<file path="src/include/mrzd_pkg.sv">
// Package: mode register zero field layout, encodings and timing constants
package mrzd_pkg;

    localparam int MODE_W        = 19;
    localparam int COL_W         = 10;
    localparam int BEAT_W        = 3;
    localparam int BANK_W        = 3;

    // Field positions
    localparam int BLEN_LO       = 0;
    localparam int BORD_BIT      = 3;
    localparam int LAT_LO        = 4;
    localparam int LAT_EXT_BIT   = 2;
    localparam int DLLRST_BIT    = 8;
    localparam int WREC_LO       = 9;
    localparam int PDDLL_BIT     = 12;
    localparam int OTF_ADDR_BIT  = 12;

    localparam logic [MODE_W-1:0] RSVD_MASK = 19'h4e080;
    localparam logic [MODE_W-1:0] MODE_RST  = 19'h00000;
    localparam logic [BANK_W-1:0] MODE0_BANK = 3'h0;

    localparam logic [1:0] BLEN_FIX8 = 2'h0;
    localparam logic [1:0] BLEN_OTF  = 2'h1;
    localparam logic [1:0] BLEN_FIX4 = 2'h2;

    localparam int BEATS_FULL    = 8;
    localparam int BEATS_CHOP    = 4;

    // Time the DLL takes to relock after a resync
    localparam int DLL_LOCK_CYC  = 512;

    typedef enum logic [1:0] {
        MRZD_CMD_NONE,
        MRZD_CMD_MODE,
        MRZD_CMD_READ,
        MRZD_CMD_WRITE
    } mrzd_cmd_t;

    typedef struct packed {
        mrzd_cmd_t         cmd;
        logic [BANK_W-1:0] bank;
        logic [MODE_W-1:0] addr;
    } mrzd_req_t;

    typedef struct packed {
        logic       chop;
        logic       interleave;
        logic [3:0] read_lat;
        logic [4:0] write_rec;
        logic       pd_dll_on;
        logic       reserved_err;
    } mrzd_cfg_t;

endpackage : mrzd_pkg

</file>
<file path="src/core/mrzd_beat_order.sv">
// Beat index generator: read and write column ordering within a burst
`timescale 1ns/1ps
`default_nettype none
module mrzd_beat_order
    import mrzd_pkg::*;
(
    input  wire logic [BEAT_W-1:0] start_col,
    input  wire logic [BEAT_W-1:0] beat,
    input  wire logic              interleave,
    input  wire logic              is_write,
    input  wire logic              chop,
    output logic      [BEAT_W-1:0] col
);

    logic [BEAT_W-1:0] st;

    always_comb
    begin
        st = start_col;
        // Writes see only nibble select on a chop, nothing on a full burst
        if (is_write)
        begin
            st = chop ? {start_col[2], 2'h0} : 3'h0;
        end
        if (interleave)
        begin
            col = st ^ beat;
        end
        else
        begin
            // Wrap modulo four inside a nibble, start nibble first
            col = {st[2] ^ beat[2], 2'(st[1:0] + beat[1:0])};
        end
    end

endmodule : mrzd_beat_order
`default_nettype wire

</file>
<file path="src/core/mrzd_mode_zero.sv">
// Mode register zero: load, decode, DLL resync and burst sequencing
`timescale 1ns/1ps
`default_nettype none
module mrzd_mode_zero
    import mrzd_pkg::*;
#(
    parameter int LOCK_CYC = DLL_LOCK_CYC
)
(
    input  wire logic              MCLK,
    input  wire logic              RST,
    input  wire mrzd_req_t         REQ,
    input  wire logic              PRECHARGE_PD,
    input  wire logic              ACTIVE_PD,
    output mrzd_cfg_t              CFG,
    output logic [MODE_W-1:0]      MODE_READBACK,
    output logic                   DLL_RESYNC,
    output logic                   DLL_LOCKED,
    output logic                   DLL_RUN,
    output logic                   SLOW_EXIT,
    output logic                   DATA_OE,
    output logic                   STROBE_OE,
    output logic                   WRITE_EN,
    output logic [BEAT_W-1:0]      BEAT_COL,
    output logic                   BURST_BUSY
);

    typedef enum logic [1:0] {
        MRZD_IDLE,
        MRZD_WAIT,
        MRZD_BEATS
    } mrzd_state_t;

    logic [MODE_W-1:0] mode_q, mode_d;
    logic              rsvd_q, rsvd_d;
    logic              resync_q, resync_d;
    logic [9:0]        lock_q, lock_d;
    logic              locked_q, locked_d;

    mrzd_state_t       st_q, st_d;
    logic [4:0]        wait_q, wait_d;
    logic [BEAT_W-1:0] beat_q, beat_d;
    logic [BEAT_W-1:0] start_q, start_d;
    logic              is_wr_q, is_wr_d;
    logic              chop_q, chop_d;
    logic              oe_q, oe_d;
    logic              wen_q, wen_d;
    logic [BEAT_W-1:0] col_q, col_d;

    logic [1:0]        blen;
    logic [3:0]        lat_code;
    logic [3:0]        lat;
    logic [2:0]        wr_code;
    logic [4:0]        wrec;
    logic              cmd_chop;
    logic              is_mode0;
    logic [BEAT_W-1:0] col_w;

    assign blen     = mode_q[BLEN_LO +: 2];
    assign lat_code = {mode_q[LAT_LO +: 3], mode_q[LAT_EXT_BIT]};
    assign wr_code  = mode_q[WREC_LO +: 3];
    assign is_mode0 = (REQ.cmd == MRZD_CMD_MODE) && (REQ.bank == MODE0_BANK);

    always_comb
    begin
        // Latency code: bits 6:4 give four plus the field, bit 2 adds eight more
        case (lat_code)
            4'h2:    lat = 4'h5;
            4'h4:    lat = 4'h6;
            4'h6:    lat = 4'h7;
            4'h8:    lat = 4'h8;
            4'ha:    lat = 4'h9;
            4'hc:    lat = 4'ha;
            4'he:    lat = 4'hb;
            4'h1:    lat = 4'hc;
            4'h3:    lat = 4'hd;
            4'h5:    lat = 4'he;
            default: lat = 4'h5;
        endcase
        case (wr_code)
            3'h1:    wrec = 5'h05;
            3'h2:    wrec = 5'h06;
            3'h3:    wrec = 5'h07;
            3'h4:    wrec = 5'h08;
            3'h5:    wrec = 5'h0a;
            3'h6:    wrec = 5'h0c;
            3'h7:    wrec = 5'h0e;
            default: wrec = 5'h10;
        endcase
    end

    always_comb
    begin
        case (blen)
            BLEN_FIX4: cmd_chop = 1'b1;
            BLEN_OTF:  cmd_chop = ~REQ.addr[OTF_ADDR_BIT];
            default:   cmd_chop = 1'b0;
        endcase
    end

    // Mode load and DLL resync
    always_comb
    begin
        mode_d   = mode_q;
        rsvd_d   = rsvd_q;
        resync_d = 1'b0;
        lock_d   = lock_q;
        locked_d = locked_q;
        if (is_mode0)
        begin
            // Whole word replaces old settings; resync bit never stored
            mode_d = REQ.addr & ~(19'h1 << DLLRST_BIT);
            rsvd_d = |(REQ.addr & RSVD_MASK);
        end
        // A load without resync must not stall the lock count
        if (is_mode0 && REQ.addr[DLLRST_BIT])
        begin
            resync_d = 1'b1;
            lock_d   = 10'(LOCK_CYC);
            locked_d = 1'b0;
        end
        else if (lock_q != 10'h0)
        begin
            lock_d = lock_q - 10'h1;
            if (lock_q == 10'h1)
            begin
                locked_d = 1'b1;
            end
        end
    end

    always_ff @(posedge MCLK or posedge RST)
    begin
        if (RST)
        begin
            mode_q   <= MODE_RST;
            rsvd_q   <= 1'b0;
            resync_q <= 1'b0;
            lock_q   <= 10'h0;
            locked_q <= 1'b0;
        end
        else
        begin
            mode_q   <= mode_d;
            rsvd_q   <= rsvd_d;
            resync_q <= resync_d;
            lock_q   <= lock_d;
            locked_q <= locked_d;
        end
    end

    // Burst sequencer: chop holds the full eight-slot window
    always_comb
    begin
        st_d    = st_q;
        wait_d  = wait_q;
        beat_d  = beat_q;
        start_d = start_q;
        is_wr_d = is_wr_q;
        chop_d  = chop_q;
        oe_d    = 1'b0;
        wen_d   = 1'b0;
        col_d   = col_q;
        case (st_q)
            MRZD_IDLE:
            begin
                if (REQ.cmd == MRZD_CMD_READ || REQ.cmd == MRZD_CMD_WRITE)
                begin
                    start_d = REQ.addr[BEAT_W-1:0];
                    is_wr_d = (REQ.cmd == MRZD_CMD_WRITE);
                    chop_d  = cmd_chop;
                    beat_d  = 3'h0;
                    // Edge n is this one; data on edge n+m
                    wait_d  = {1'b0, lat} - 5'h1;
                    st_d    = (lat == 4'h1) ? MRZD_BEATS : MRZD_WAIT;
                end
            end
            MRZD_WAIT:
            begin
                wait_d = wait_q - 5'h1;
                if (wait_q == 5'h1)
                begin
                    st_d = MRZD_BEATS;
                end
            end
            MRZD_BEATS:
            begin
                col_d  = col_w;
                // Last four slots of a chop stay high-Z
                oe_d   = ~is_wr_q & ~(chop_q & beat_q[2]);
                wen_d  = is_wr_q & ~(chop_q & beat_q[2]);
                beat_d = 3'(beat_q + 3'h1);
                if (beat_q == 3'(BEATS_FULL - 1))
                begin
                    st_d = MRZD_IDLE;
                end
            end
            default: st_d = MRZD_IDLE;
        endcase
    end

    always_ff @(posedge MCLK or posedge RST)
    begin
        if (RST)
        begin
            st_q    <= MRZD_IDLE;
            wait_q  <= 5'h0;
            beat_q  <= 3'h0;
            start_q <= 3'h0;
            is_wr_q <= 1'b0;
            chop_q  <= 1'b0;
            oe_q    <= 1'b0;
            wen_q   <= 1'b0;
            col_q   <= 3'h0;
        end
        else
        begin
            st_q    <= st_d;
            wait_q  <= wait_d;
            beat_q  <= beat_d;
            start_q <= start_d;
            is_wr_q <= is_wr_d;
            chop_q  <= chop_d;
            oe_q    <= oe_d;
            wen_q   <= wen_d;
            col_q   <= col_d;
        end
    end

    mrzd_beat_order u_order (
        .start_col  (start_q),
        .beat       (beat_q),
        .interleave (mode_q[BORD_BIT]),
        .is_write   (is_wr_q),
        .chop       (chop_q),
        .col        (col_w)
    );

    assign CFG.chop         = (blen == BLEN_FIX4);
    assign CFG.interleave   = mode_q[BORD_BIT];
    assign CFG.read_lat     = lat;
    assign CFG.write_rec    = wrec;
    assign CFG.pd_dll_on    = mode_q[PDDLL_BIT];
    assign CFG.reserved_err = rsvd_q;
    assign MODE_READBACK    = mode_q;
    assign DLL_RESYNC       = resync_q;
    assign DLL_LOCKED       = locked_q;
    // Active power-down ignores bit 12; DLL keeps running there
    assign DLL_RUN   = ~(PRECHARGE_PD & ~mode_q[PDDLL_BIT]);
    assign SLOW_EXIT = PRECHARGE_PD & ~ACTIVE_PD & ~mode_q[PDDLL_BIT];
    assign DATA_OE   = oe_q;
    assign STROBE_OE = oe_q;
    assign WRITE_EN  = wen_q;
    assign BEAT_COL  = col_q;
    assign BURST_BUSY = (st_q != MRZD_IDLE);

    a_dll_self_clear: assert property (@(posedge MCLK) disable iff (RST)
        DLL_RESYNC |-> !MODE_READBACK[DLLRST_BIT] ##1 !DLL_RESYNC)
        else $error("resync bit not self cleared");
    a_lock_wait: assert property (@(posedge MCLK) disable iff (RST)
        (is_mode0 && REQ.addr[DLLRST_BIT]) |=> !DLL_LOCKED [*8])
        else $error("locked too soon after resync");
    a_chop_tristate: assert property (@(posedge MCLK) disable iff (RST)
        (st_q == MRZD_BEATS && chop_q && beat_q[2]) |=> !DATA_OE)
        else $error("chop tail driven");
    a_full_drive: assert property (@(posedge MCLK) disable iff (RST)
        (st_q == MRZD_BEATS && !chop_q && !is_wr_q) |=> DATA_OE)
        else $error("full read beat not driven");
    a_write_order: assert property (@(posedge MCLK) disable iff (RST)
        (st_q == MRZD_BEATS && is_wr_q && !chop_q) |=> BEAT_COL == $past(beat_q))
        else $error("full write out of order");
    a_otf_select: assert property (@(posedge MCLK) disable iff (RST)
        (st_q == MRZD_IDLE && REQ.cmd == MRZD_CMD_READ && blen == BLEN_OTF)
        |=> chop_q == !$past(REQ.addr[OTF_ADDR_BIT]))
        else $error("on-the-fly length wrong");
    a_mode_hold: assert property (@(posedge MCLK) disable iff (RST)
        !is_mode0 |=> $stable(MODE_READBACK))
        else $error("settings changed without load");
    a_pd_dll: assert property (@(posedge MCLK) disable iff (RST)
        !PRECHARGE_PD |-> DLL_RUN)
        else $error("dll stopped outside precharge pd");
    a_read_latency: assert property (@(posedge MCLK) disable iff (RST)
        (st_q == MRZD_IDLE && REQ.cmd == MRZD_CMD_READ && lat == 4'h5)
        |=> !DATA_OE [*5] ##1 DATA_OE)
        else $error("first data not at n plus latency");

    c_chop_read: cover property (@(posedge MCLK) st_q == MRZD_BEATS && chop_q
        && !is_wr_q);
    c_full_write: cover property (@(posedge MCLK) WRITE_EN && !chop_q);
    c_resync: cover property (@(posedge MCLK) DLL_RESYNC);
    c_interleave: cover property (@(posedge MCLK) DATA_OE && CFG.interleave);

endmodule : mrzd_mode_zero
`default_nettype wire

</file>
<file path="config.mk">
export PLATFORM = sky130hd
export DESIGN_NAME = mrzd_mode_zero
export DESIGN_NICKNAME = d
export VERILOG_FILES = /design/src/include/mrzd_pkg.sv /design/src/core/mrzd_beat_order.sv /design/src/core/mrzd_mode_zero.sv
export SDC_FILE = /design/constraint.sdc
export NUM_CORES = 1
export LEC_CHECK = 0
export BUFFER_PORTS_ARGS = -buffer_cell sky130_fd_sc_hd__buf_2
export CAP_MARGIN = 10
export CORE_MARGIN = 4
export CORE_UTILIZATION = 51
export DETAILED_ROUTE_END_ITERATION = 6
export GPL_ROUTABILITY_DRIVEN = 0
export PLACE_DENSITY = 0.79
export SYNTH_ARGS = -nofsm -noshare
export SYNTH_HDL_FRONTEND = slang
export SYNTH_SLANG_ARGS = --single-unit
</file>
<file path="constraint.sdc">
create_clock -name MCLK -period 2.4 [get_ports MCLK]
set_clock_uncertainty 0.2 [all_clocks]
set_input_delay 0.12 -clock MCLK [delete_from_list [all_inputs] [get_ports MCLK]]
set_output_delay 0.12 -clock MCLK [all_outputs]
set_load 0.01 [all_outputs]
</file>
Word level (Yosys, flattened, before mapping)
Memories as Yosys holds them, arrays and structs flattened.
Cells that the tools add are included.
Storage, ports and cells
  memory bits (read-only): 64
  output and inout bits: 43
  memories kept: 1
  flip-flop bits (word level): 51
  input bits: 28
  logic and storage cells: 94
Memories
  (name not given): words 16, width 4, rd ports 1, clocked after Yosys merged registers in 0, wr ports 0, line mrzd_mode_zero.sv:67  | case (lat_code)
Cells by class
  bitwise logic cells: 14
  eq/ne operators: 21
  reductions and logical operators: 17
  add/sub/neg operators: 5
  muxes and demuxes: 22
Operators by type and width (number)
  $pmux 5 s7: 1
  $mux 10: 2
  $eq 3x3->1 const B: 5
  $mux 3: 4
  $eq 10x1->1 const B: 1
  $pmux 5 s2: 1
  $reduce_bool 10->1: 1
  $reduce_bool 2->1: 5
  $sub 10x1->10 const B: 1
  $eq 2x2->1 const B: 4
  $mux 2: 4
  $reduce_and 2->1: 4
  $and 1x1->1: 6
  $eq 2x1->1 const B: 3
  $eq 3x2->1 const B: 2
  $mux 1: 6
  $ne 2x2->1 const B: 3
  $not 1->1: 6
  $pmux 2 s3: 1
  $pmux 3 s2: 1
  $eq 5x1->1 const B: 1
  $mux 5: 1
  $reduce_or 5->1: 1
  $sub 4x1->5 const B: 1
  13 further kinds: 14

Longest topological paths before layout
Gate-level depths: netlist (run 1).
  depth after elaboration: 5
  gate-level depth with buffers: 7
  gate-level depth less buffers: 7

Hierarchy
From an unflattened synthesis (run 1), not the netlist that was laid out.
Second synthesis, totals
  cell total of the unflattened synthesis: 229
  area, all modules: 2513.7 um2
Modules (own cells, without submodules)
  mrzd_mode_zero: cells each 219, area an instance 2418.6 um2, instances 1, sequential area each 1276.2 um2
  mrzd_beat_order: cells each 10, area an instance 95.1 um2, instances 1, sequential area each 0.0 um2

Least setup slack after synthesis (run 1)
Ideal clock, no wire load.
  path type: register -> register
  from: reg lock_q[0]
  to: reg lock_q[6]
  stages on the path, launching flop included: 7
  library setup time: 0.132 ns
  arrival: 1.726 ns
  setup slack: 0.342 ns
  cells stage by stage: dfrtp_1 inv_1 ha_1 or3b_2 a2111oi_2 xnor2_1 nor2_1
Between the ends
  word-level cells in the longest chain between the ends: 3
RTL lines
  start, declared: line mrzd_mode_zero.sv:37  | logic [9:0] lock_q, lock_d;
  start signal, assigned: line mrzd_mode_zero.sv:147  | lock_q <= lock_d;
  $sub 10x1->10: line mrzd_mode_zero.sv:124  | lock_d = lock_q - 10'h1;
  $mux 10: line mrzd_mode_zero.sv:122  | else if (lock_q != 10'h0)
  $mux 10: line mrzd_mode_zero.sv:116  | if (is_mode0 && REQ.addr[DLLRST_BIT])
Several ways; a longest one is shown, not always the timed one. The select of a mux whose other input is x is not followed.
A chain may end at the register's enable or synchronous reset.

Final worst setup path (run 1)
Same ends and word-level chain as after synthesis.

==> results.json, run 1 <==
{
  "outcome": "finished clean",
  "wl_um": 5180,
  "io_buffers": 69,
  "cts_buffers": 5,
  "leakagePower_uw": 0.00151,
  "synthCells": 225,
  "vias": 1936,
  "cts_max_path_buffers": 2,
  "finalMaxSlewViolations": 0,
  "n_antenna_cell": 0,
  "worstSetupPathType": "reg -> reg",
  "mostFrequentLayoutCell": "buf_2",
  "drive_gt1_share_pct": 35.9,
  "multi_input_area_mm2": 0.00106,
  "final_area_mm2": 0.00314,
  "die_w_um": 77.6,
  "rsz0062_at_grt": "false",
  "cts_sinks": 51,
  "hold_path.class": "in -> reg",
  "switching_share_pct": 37.1,
  "seqCellArea_mm2": 0.00128,
  "p_switching_uw": 1140,
  "fillers": 361,
  "clock-root-buffer": "clkbuf_8",
  "syn_avg_cell_area_um2": 11.0,
  "viasPerCell": 5.25,
  "cts_max_level": 2,
  "rows": 25,
  "fmax_mhz": 458,
  "instances_no_fill": 369,
  "power_frac_comb_pct": 37.7,
  "dpl.hpwl_um": 3550,
  "first_pass_iters": 4,
  "synth_edf_count": 0,
  "period_minus_slack_ns": 2.18,
  "power_frac_clock_pct": 15.8,
  "grt_pass1_wl_um": 8870,
  "synthTopCellsByArea": "dfrtp_1 52%, mux2_2 10%, ha_1 5.1%",
  "synth_area_leader_cell": "dfrtp_1",
  "grt_overflow": 0,
  "fp.dieH_um": 77.6,
  "synth_flop_cell": "dfrtp_1",
  "cts_tree": "yes",
  "power.total_uw": 3060,
  "tns_ns": 0,
  "yosys_register_bits": 51,
  "synthesis.nets": 263,
  "period_share_pct": 91.0,
  "maxCapViolCount": 0,
  "async_flop_share_pct": 100,
  "worstPathMaxFanout": 6,
  "core_mm2": 0.00469,
  "p_int_uw": 1930,
  "ys_types": 40,
  "clock_latency_ns": 0.30,
  "setup_viol": 0,
  "grt_max_degree": 28,
  "wl_per_cell_um": 14.0,
  "antenna_found_initial": 0,
  "die_area_mm2": 0.00601,
  "arrival_ns": 2.17,
  "nNetsFinal": 352,
  "path_clk_slew_ns": 0.09,
  "initial_core_util_pct": 52.6,
  "endpoint_kind": "register",
  "num_io_pins": 71,
  "powerDensity_mw_per_mm2": 976,
  "finalHoldViolCount": 0,
  "critPathLaunchType": "register",
  "worst_pin_slew_ns": 0.645,
  "crit_required_ns": 2.39,
  "route.detailed.drc": 0,
  "seq_power_share_pct": 46.5,
  "cts-resized-gates": 0,
  "relSlewSlack_pct": 56.9,
  "grt_use_total_pct": 18.3,
  "dpl_cell_area_mm2": 0.00285,
  "vdd_drop_max_mv": 0.503,
  "synth_top_area_share_pct": 51.7,
  "dp_cells": 341,
  "r2r_slack_ns": 0.22,
  "ys_seq_area_share_pct": 51.7,
  "mostFrequentLayoutCells": "69 x buf_2, 51 x dfrtp_1, 22 x mux2_2, 20 x dlygate4sd3_1, 15 x inv_1",
  "dr.first_iter.drc_count": 65,
  "utilization_pct": 66.8,
  "areaGrowthSynthToFinish_pct": 27.1,
  "ys.warnings.count": 0,
  "syn_area_mm2": 0.00247,
  "ant_nets": 0,
  "grt_pass1_vias": 1958
}
state kept, by name, indices dropped and copies added (netlist names), 2 cells and up:
signal         cells
BEAT_COL           3
MODE_READBACK     18
beat_q             3
lock_q            10
st_q               2
start_q            3
wait_q             5
worst paths after layout:
check,start,endpoint,depth (start not counted)
max in group asynchronous,RST,wait_q[4],4
min in group asynchronous,RST,MODE_READBACK[15],3
min reg2reg,BEAT_COL[1],BEAT_COL[1],2
min,REQ[8],lock_q[9],4
max reg2reg,lock_q[0],lock_q[6],6
max,lock_q[0],lock_q[6],6
per-stage QoR:
| stage | hold slack [ns] | setup slack, ns |
|---|---|---|
| floorplan | 0.0368 | 0.342 |
| global placement | -0.160 | 0.286 |
| detailed placement | -0.158 | 0.221 |
| CTS | 0.0510 | 0.218 |
| global route | 0.0739 | 0.101 |
| finish | 0.0566 | 0.217 |
critical path, cell delays in order, from the launching register on:
cell       delay, ns
dfrtp_1         0.44
inv_1           0.08
ha_1            0.24
or3b_2          0.50
a2111oi_2       0.39
xnor2_1         0.16
nor2_1          0.05
cell usage after synthesis, types with 2 or more instances:
cell,count
buf_4,6
or3_1,2
inv_1,16
nor3_1,4
or4_1,2
clkbuf_1,4
nor2b_1,6
or2_2,2
a21oi_1,9
o311ai_0,2
a31oi_1,2
dfrtp_1,51
ha_1,10
xnor2_1,7
and2_1,2
nand2_1,14
o211ai_1,2
nand3_1,7
nor2_1,12
nor4b_1,3
mux2_2,22
o31ai_1,4
buf_2,2
nand2b_1,5
o21ai_0,14
layout make-up:
cell class / instances / share of cell area [%]
sequential: 51 / 40.7
multi-input combinational: 146 / 33.9
timing repair buffer: 94 / 18.6
clock buffer: 6 / 2.31
tap: 54 / 2.15
inverter: 16 / 1.92
clock inverter: 2 / 0.399
per-layer routing:
layer,GRT usage (%),wire length [um]
met1,21.5,2140
met2,32.5,2670
met3,4.18,251
met4,6.94,119
met5,0,0
power by group through the flow:
stage | combinational (uW) | clock, uW | sequential, uW
after floorplan | 784 | 0 | 1420
after global placement | 1100 | 0 | 1420
after detailed placement | 1130 | 0 | 1430
after CTS | 1160 | 489 | 1420
after global routing | 1300 | 527 | 1480
final | 1150 | 483 | 1420
kinds of logic (layout without fill, tap and decap cells):
family	count (synthesis)	count (layout)	synth area share, %
simple gates	64	64	14.1
flops	51	51	51.7
compound gates	41	41	10.8
buf+inv	28	118	5.27
mux	22	22	10.0
fa+ha+maj	10	10	5.07
xor+xnor	8	8	2.84
other cells	1	1	0.152
what timing repair did:
item | CTS | global route
hold buffers | 20 | 0
hold endpoints to repair | 74 | 0
buffers inserted | 0 | 0
No activity file was read; power rests on OpenSTA's default activity.
==> run 2: changes to the inputs <==
--- a/config.mk
+++ b/config.mk
@@ -11,7 +11,7 @@
 export CORE_UTILIZATION = 51
 export DETAILED_ROUTE_END_ITERATION = 6
 export GPL_ROUTABILITY_DRIVEN = 0
-export PLACE_DENSITY = 0.79
+export PLACE_DENSITY_LB_ADDON = 0.08
 export SYNTH_ARGS = -nofsm -noshare
 export SYNTH_HDL_FRONTEND = slang
 export SYNTH_SLANG_ARGS = --single-unit
==> run 2 against run 1 <==
Against the previous run:
- critical path depth is the same
- sequential power is essentially flat
- register-to-register slack gained 0.02 ns
- sequential share of layout area shrank 0.097 points
- power grew 1.2%
- largest power group unchanged
==> results.json, run 2 (synthesized netlist as in run 1, its figures left out) <==
{
  "finalHoldViolCount": 0,
  "n_antenna_cell": 0,
  "die_area_mm2": 0.00601,
  "pre_cts_ws_ns": 0.220,
  "grt_use_total_pct": 18.2,
  "power.total_uw": 3100,
  "drive_gt1_share_pct": 35.7,
  "period_share_pct": 90.2,
  "viasPerCell": 5.22,
  "grt_max_degree": 52,
  "power_frac_clock_pct": 17.4,
  "worst_pin_slew_ns": 0.642,
  "wl_um": 5150,
  "route.detailed.drc": 0,
  "nNetsFinal": 351,
  "rows": 25,
  "relSlewSlack_pct": 57.1,
  "worstPathCellList": "inv_1 -> ha_1 -> or3b_2 -> a2111oi_2 -> xnor2_1 -> nor2_1",
  "fp.dieH_um": 77.6,
  "finalMaxSlewViolations": 0,
  "critPathLaunchType": "register",
  "finalHoldWorstSlack_ns": 0.0483,
  "wl_per_cell_um": 14.0,
  "worst_slack_ns": 0.234,
  "first_pass_iters": 4,
  "largest_register_ffs": 18,
  "worstPathMaxFanout": 6,
  "leakagePower_uw": 0.00152,
  "antenna_found_initial": 0,
  "maxCapViolCount": 0,
  "period_minus_slack_ns": 2.17,
  "vdd_drop_max_mv": 0.520,
  "initial_core_util_pct": 52.6,
  "setup_viol": 0,
  "p_switching_uw": 1110,
  "arrival_ns": 2.15,
  "seq_power_share_pct": 45.8,
  "clock-root-buffer": "clkbuf_8",
  "power_frac_comb_pct": 36.7,
  "outcome": "finished clean",
  "grt_overflow": 0,
  "mostFrequentLayoutCells": "69 x buf_2, 51 x dfrtp_1, 22 x mux2_2, 20 x dlygate4sd3_1, 15 x inv_1",
  "cts_tree": "yes",
  "utilization_pct": 67.0,
  "grt_pass1_wl_um": 8860,
  "cts_max_path_buffers": 2,
  "path_clk_slew_ns": 0.09,
  "dpl.hpwl_um": 3560,
  "seqCellArea_mm2": 0.00128,
  "clock_latency_ns": 0.30,
  "dr.first_iter.drc_count": 72,
  "mostFrequentLayoutCell": "buf_2",
  "powerDensity_mw_per_mm2": 986,
  "cts_sinks": 51,
  "core_mm2": 0.00469,
  "vias": 1920,
  "hold_path.class": "in -> reg",
  "areaGrowthSynthToFinish_pct": 27.4,
  "grt_pass1_vias": 1897,
  "rsz0062_at_grt": "false",
  "cts_max_level": 2,
  "endpoint_kind": "register",
  "crit_required_ns": 2.38,
  "crit_slowest_cell": "or3b_2",
  "ant_nets": 0,
  "tns_ns": 0,
  "fmax_mhz": 462,
  "multi_input_area_mm2": 0.00106,
  "worstSetupPathType": "reg -> reg",
  "switching_share_pct": 36.0,
  "die_w_um": 77.6,
  "num_io_pins": 71,
  "max_stage_delay_ns": 0.50,
  "p_int_uw": 1980,
  "cts-resized-gates": 0,
  "cts_buffers": 5,
  "fillers": 369,
  "io_buffers": 69
}
-- run 2: cell types whose count changed in the layout (fill, tap and decap cells not counted), sizes merged --
cell / change
clkbuf: +2
buf: -1
clkinv: -1
clkinvlp: -1
-- run 2: through the flow --
stage / std cells / cell area (um2)
2_1_floorplan: 225 / 2470
3_3_place_gp: 340 / 2840
3_5_place_dp: 340 / 2840
4_1_cts: 368 / 3140
5_1_grt: 368 / 3140
6_report: 368 / 3140
-- run 2: cell type report --
type	count	area share (%)
multi-input combinational	146	33.8
inverter	16	1.91
tap	54	2.15
timing repair buffer	93	18.3
clock buffer	8	3.18
sequential	51	40.6
-- run 2: power by group through the flow --
| stage | Combinational, uW | Sequential, uW | Clock [uW] |
|---|---|---|---|
| after detailed placement | 1120 | 1430 | 0 |
| after CTS | 1150 | 1420 | 554 |
| after global routing | 1290 | 1470 | 589 |
| after global placement | 1100 | 1420 | 0 |
| after floorplan | 784 | 1420 | 0 |
| final | 1140 | 1420 | 540 |
-- run 2: repair_timing --
action                    CTS  global route
hold endpoints to repair   75             0
setup buffers               0             0
hold buffers               20             0
-- run 2: path summary, 6_finish.rpt --
path                        startpoint  cells after the start                 to  slack [ns]
max                          lock_q[0]                      6          lock_q[6]        0.23
max in group asynchronous          RST                      4          wait_q[3]        1.23
min in group asynchronous          RST                      4  MODE_READBACK[17]        0.36
max reg2reg                  lock_q[0]                      6          lock_q[6]        0.23
min reg2reg                BEAT_COL[1]                      2        BEAT_COL[1]        0.28
min                            REQ[21]                      5          lock_q[5]        0.05
-- run 2: worst max-delay path: cells and delay by family, from the launching register on --
| family | cells | cell delay, ns |
|---|---|---|
| flip-flops | 1 | 0.44 |
| buffers and inverters | 1 | 0.08 |
| AND/OR/NAND/NOR | 2 | 0.55 |
| adder cells (fa/ha/maj) | 1 | 0.24 |
| AO/OA/AOI/OAI | 1 | 0.38 |
| XOR/XNOR | 1 | 0.16 |
-- run 2: per-layer routing --
layer | GRT usage (%) | vias to the layer above | share of wire (%)
li1 | - | 957 | -
met1 | 22.6 | 917 | 42
met2 | 31.9 | 35 | 52
met3 | 3.25 | 11 | 3.2
met4 | 6.23 | 0 | 2.1
met5 | 0 | - | 0
==> run 3: changes to the inputs <==
--- a/config.mk
+++ b/config.mk
@@ -7,11 +7,13 @@
 export LEC_CHECK = 0
 export BUFFER_PORTS_ARGS = -buffer_cell sky130_fd_sc_hd__buf_2
 export CAP_MARGIN = 10
+export CORE_ASPECT_RATIO = 0.9
 export CORE_MARGIN = 4
 export CORE_UTILIZATION = 51
 export DETAILED_ROUTE_END_ITERATION = 6
 export GPL_ROUTABILITY_DRIVEN = 0
 export PLACE_DENSITY_LB_ADDON = 0.08
+export REMOVE_ABC_BUFFERS = 1
 export SYNTH_ARGS = -nofsm -noshare
 export SYNTH_HDL_FRONTEND = slang
 export SYNTH_SLANG_ARGS = --single-unit
==> run 3 against run 2 <==
Against the previous run:
- sequential share of layout area grew 0.42 points
- cell count rose by 1.1%
- power shrank 2.2%
- flip-flop and latch count did not move
- die area is essentially flat
- highest routed layer unchanged
==> results.json, run 3 (synthesized netlist as in run 1, its figures left out) <==
{
  "viasPerCell": 5.20,
  "endpoint_kind": "register",
  "vdd_drop_max_mv": 0.411,
  "grt_pass1_wl_um": 8800,
  "initial_core_util_pct": 53.9,
  "largest_register_ffs": 18,
  "holdPathEnd": "lock_q[5]",
  "rows": 23,
  "core_mm2": 0.00458,
  "mostFrequentLayoutCells": "69 x buf_2, 51 x dfrtp_1, 22 x mux2_2, 20 x dlygate4sd3_1, 15 x inv_1",
  "worstPathMaxFanout": 6,
  "fillers": 346,
  "leakagePower_uw": 0.00149,
  "maxCapViolCount": 0,
  "wl_per_cell_um": 14.1,
  "grt_use_total_pct": 18.9,
  "finalHoldViolCount": 0,
  "arrival_ns": 2.16,
  "cts_max_level": 2,
  "areaGrowthSynthToFinish_pct": 26.1,
  "finalMaxSlewViolations": 0,
  "seqCellArea_mm2": 0.00128,
  "clock_latency_ns": 0.30,
  "worstPathCellList": "inv_1 -> ha_1 -> or3b_2 -> a2111oi_2 -> xnor2_1 -> nor2_1",
  "powerDensity_mw_per_mm2": 974,
  "critical_path_buf_inv_count": 1,
  "dr.first_iter.drc_count": 75,
  "die_area_mm2": 0.00602,
  "dpl.hpwl_um": 3640,
  "rr_startpoint": "lock_q[0]",
  "grt_pass1_vias": 1921,
  "grt_overflow": 0,
  "cts_sinks": 51,
  "first_pass_iters": 4,
  "antenna_found_initial": 0,
  "fp.dieH_um": 74.0,
  "power.total_uw": 3030,
  "grt_max_degree": 52,
  "max_stage_delay_ns": 0.50,
  "cts_buffers": 5,
  "mostFrequentLayoutCell": "buf_2",
  "fmax_mhz": 458,
  "path_clk_slew_ns": 0.09,
  "n_antenna_cell": 0,
  "whs_path_depth": 5,
  "nNetsFinal": 349,
  "worst_pin_slew_ns": 0.647,
  "hold_path.class": "in -> reg",
  "drive_gt1_share_pct": 34.8,
  "period_share_pct": 90.9,
  "worstRegToRegCells": 6,
  "multi_input_area_mm2": 0.00106,
  "cts_tree": "yes",
  "tns_ns": 0,
  "vias": 1933,
  "relSlewSlack_pct": 56.8,
  "route.detailed.drc": 0,
  "period_minus_slack_ns": 2.18,
  "utilization_pct": 68.0,
  "setup_viol": 0,
  "crit_required_ns": 2.38,
  "critPathLaunchType": "register",
  "num_io_pins": 71,
  "crit_family": "simple AND/OR/NAND/NOR gates",
  "worstSetupPathType": "reg -> reg",
  "cp.depth": 6,
  "cts_setup_buffers": 0,
  "rsz0062_at_grt": "false",
  "die_w_um": 81.3,
  "clock-root-buffer": "clkbuf_8",
  "r2r_slack_ns": 0.22,
  "hp-start": "REQ[21]",
  "io_buffers": 69,
  "cts_max_path_buffers": 2,
  "crit_slowest_cell": "or3b_2",
  "outcome": "finished clean",
  "ant_nets": 0,
  "r2r-end": "lock_q[6]",
  "wl_um": 5260
}
==> run 3: power breakdown <==
group | internal (uW) | leakage, uW | switching (uW) | total [uW]
clock network | 195 | 0.0000371 | 258 | 453
logic | 579 | 0.000833 | 575 | 1150
registers | 1140 | 0.000620 | 280 | 1420
==> run 3: routing by layer <==
metal	track usage, %	vias up	part of all wire [%]
met5	0	-	0
met3	5.81	11	6.9
li1	-	963	-
met4	6.75	0	2.0
met1	24.4	902	44
met2	30.4	57	47
==> run 3: how the worst max path moves through the flow <==
stage / start / end / slack [ns]
2_1_floorplan: REQ[23] / MODE_READBACK[10] / 0.24
6_report: lock_q[0] / lock_q[6] / 0.22
3_3_place_gp: lock_q[0] / lock_q[6] / 0.28
4_1_cts: lock_q[0] / lock_q[6] / 0.23
3_5_place_dp: lock_q[0] / lock_q[6] / 0.23
5_1_grt: lock_q[1] / lock_q[6] / 0.07
==> run 3: area by class of cell <==
| class | instances | area share [%] |
|---|---|---|
| sequential | 51 | 41.0 |
| clock buffer | 6 | 2.33 |
| inverter | 16 | 1.93 |
| multi-input combinational | 146 | 34.2 |
| tap | 62 | 2.49 |
| timing repair buffer | 91 | 18.0 |
==> run 3: worst min-delay path: cells and delay by family <==
family                 cells  cell delay (ns)
and+or+nand+nor            3             0.21
AOI/OAI and AO/OA          1             0.10
buffers and inverters      1             0.09
==> run 3: repair_timing <==
item / in CTS / in global routing
hold buffers: 20 / 0
gates resized for setup: 0 / 0
endpoints found under the hold margin: 75 / 0
==> run 3: per-stage QoR <==
stage	instances	setup slack [ns]	hold slack [ns]	cell area [um2]
after CTS	372	0.228	0.0365	3110
after global placement	346	0.281	0.129	2840
final	372	0.218	0.0480	3110
after global routing	372	0.0722	0.0971	3110
after detailed placement	346	0.225	0.132	2840
after floorplan	213	0.239	0.0368	2400
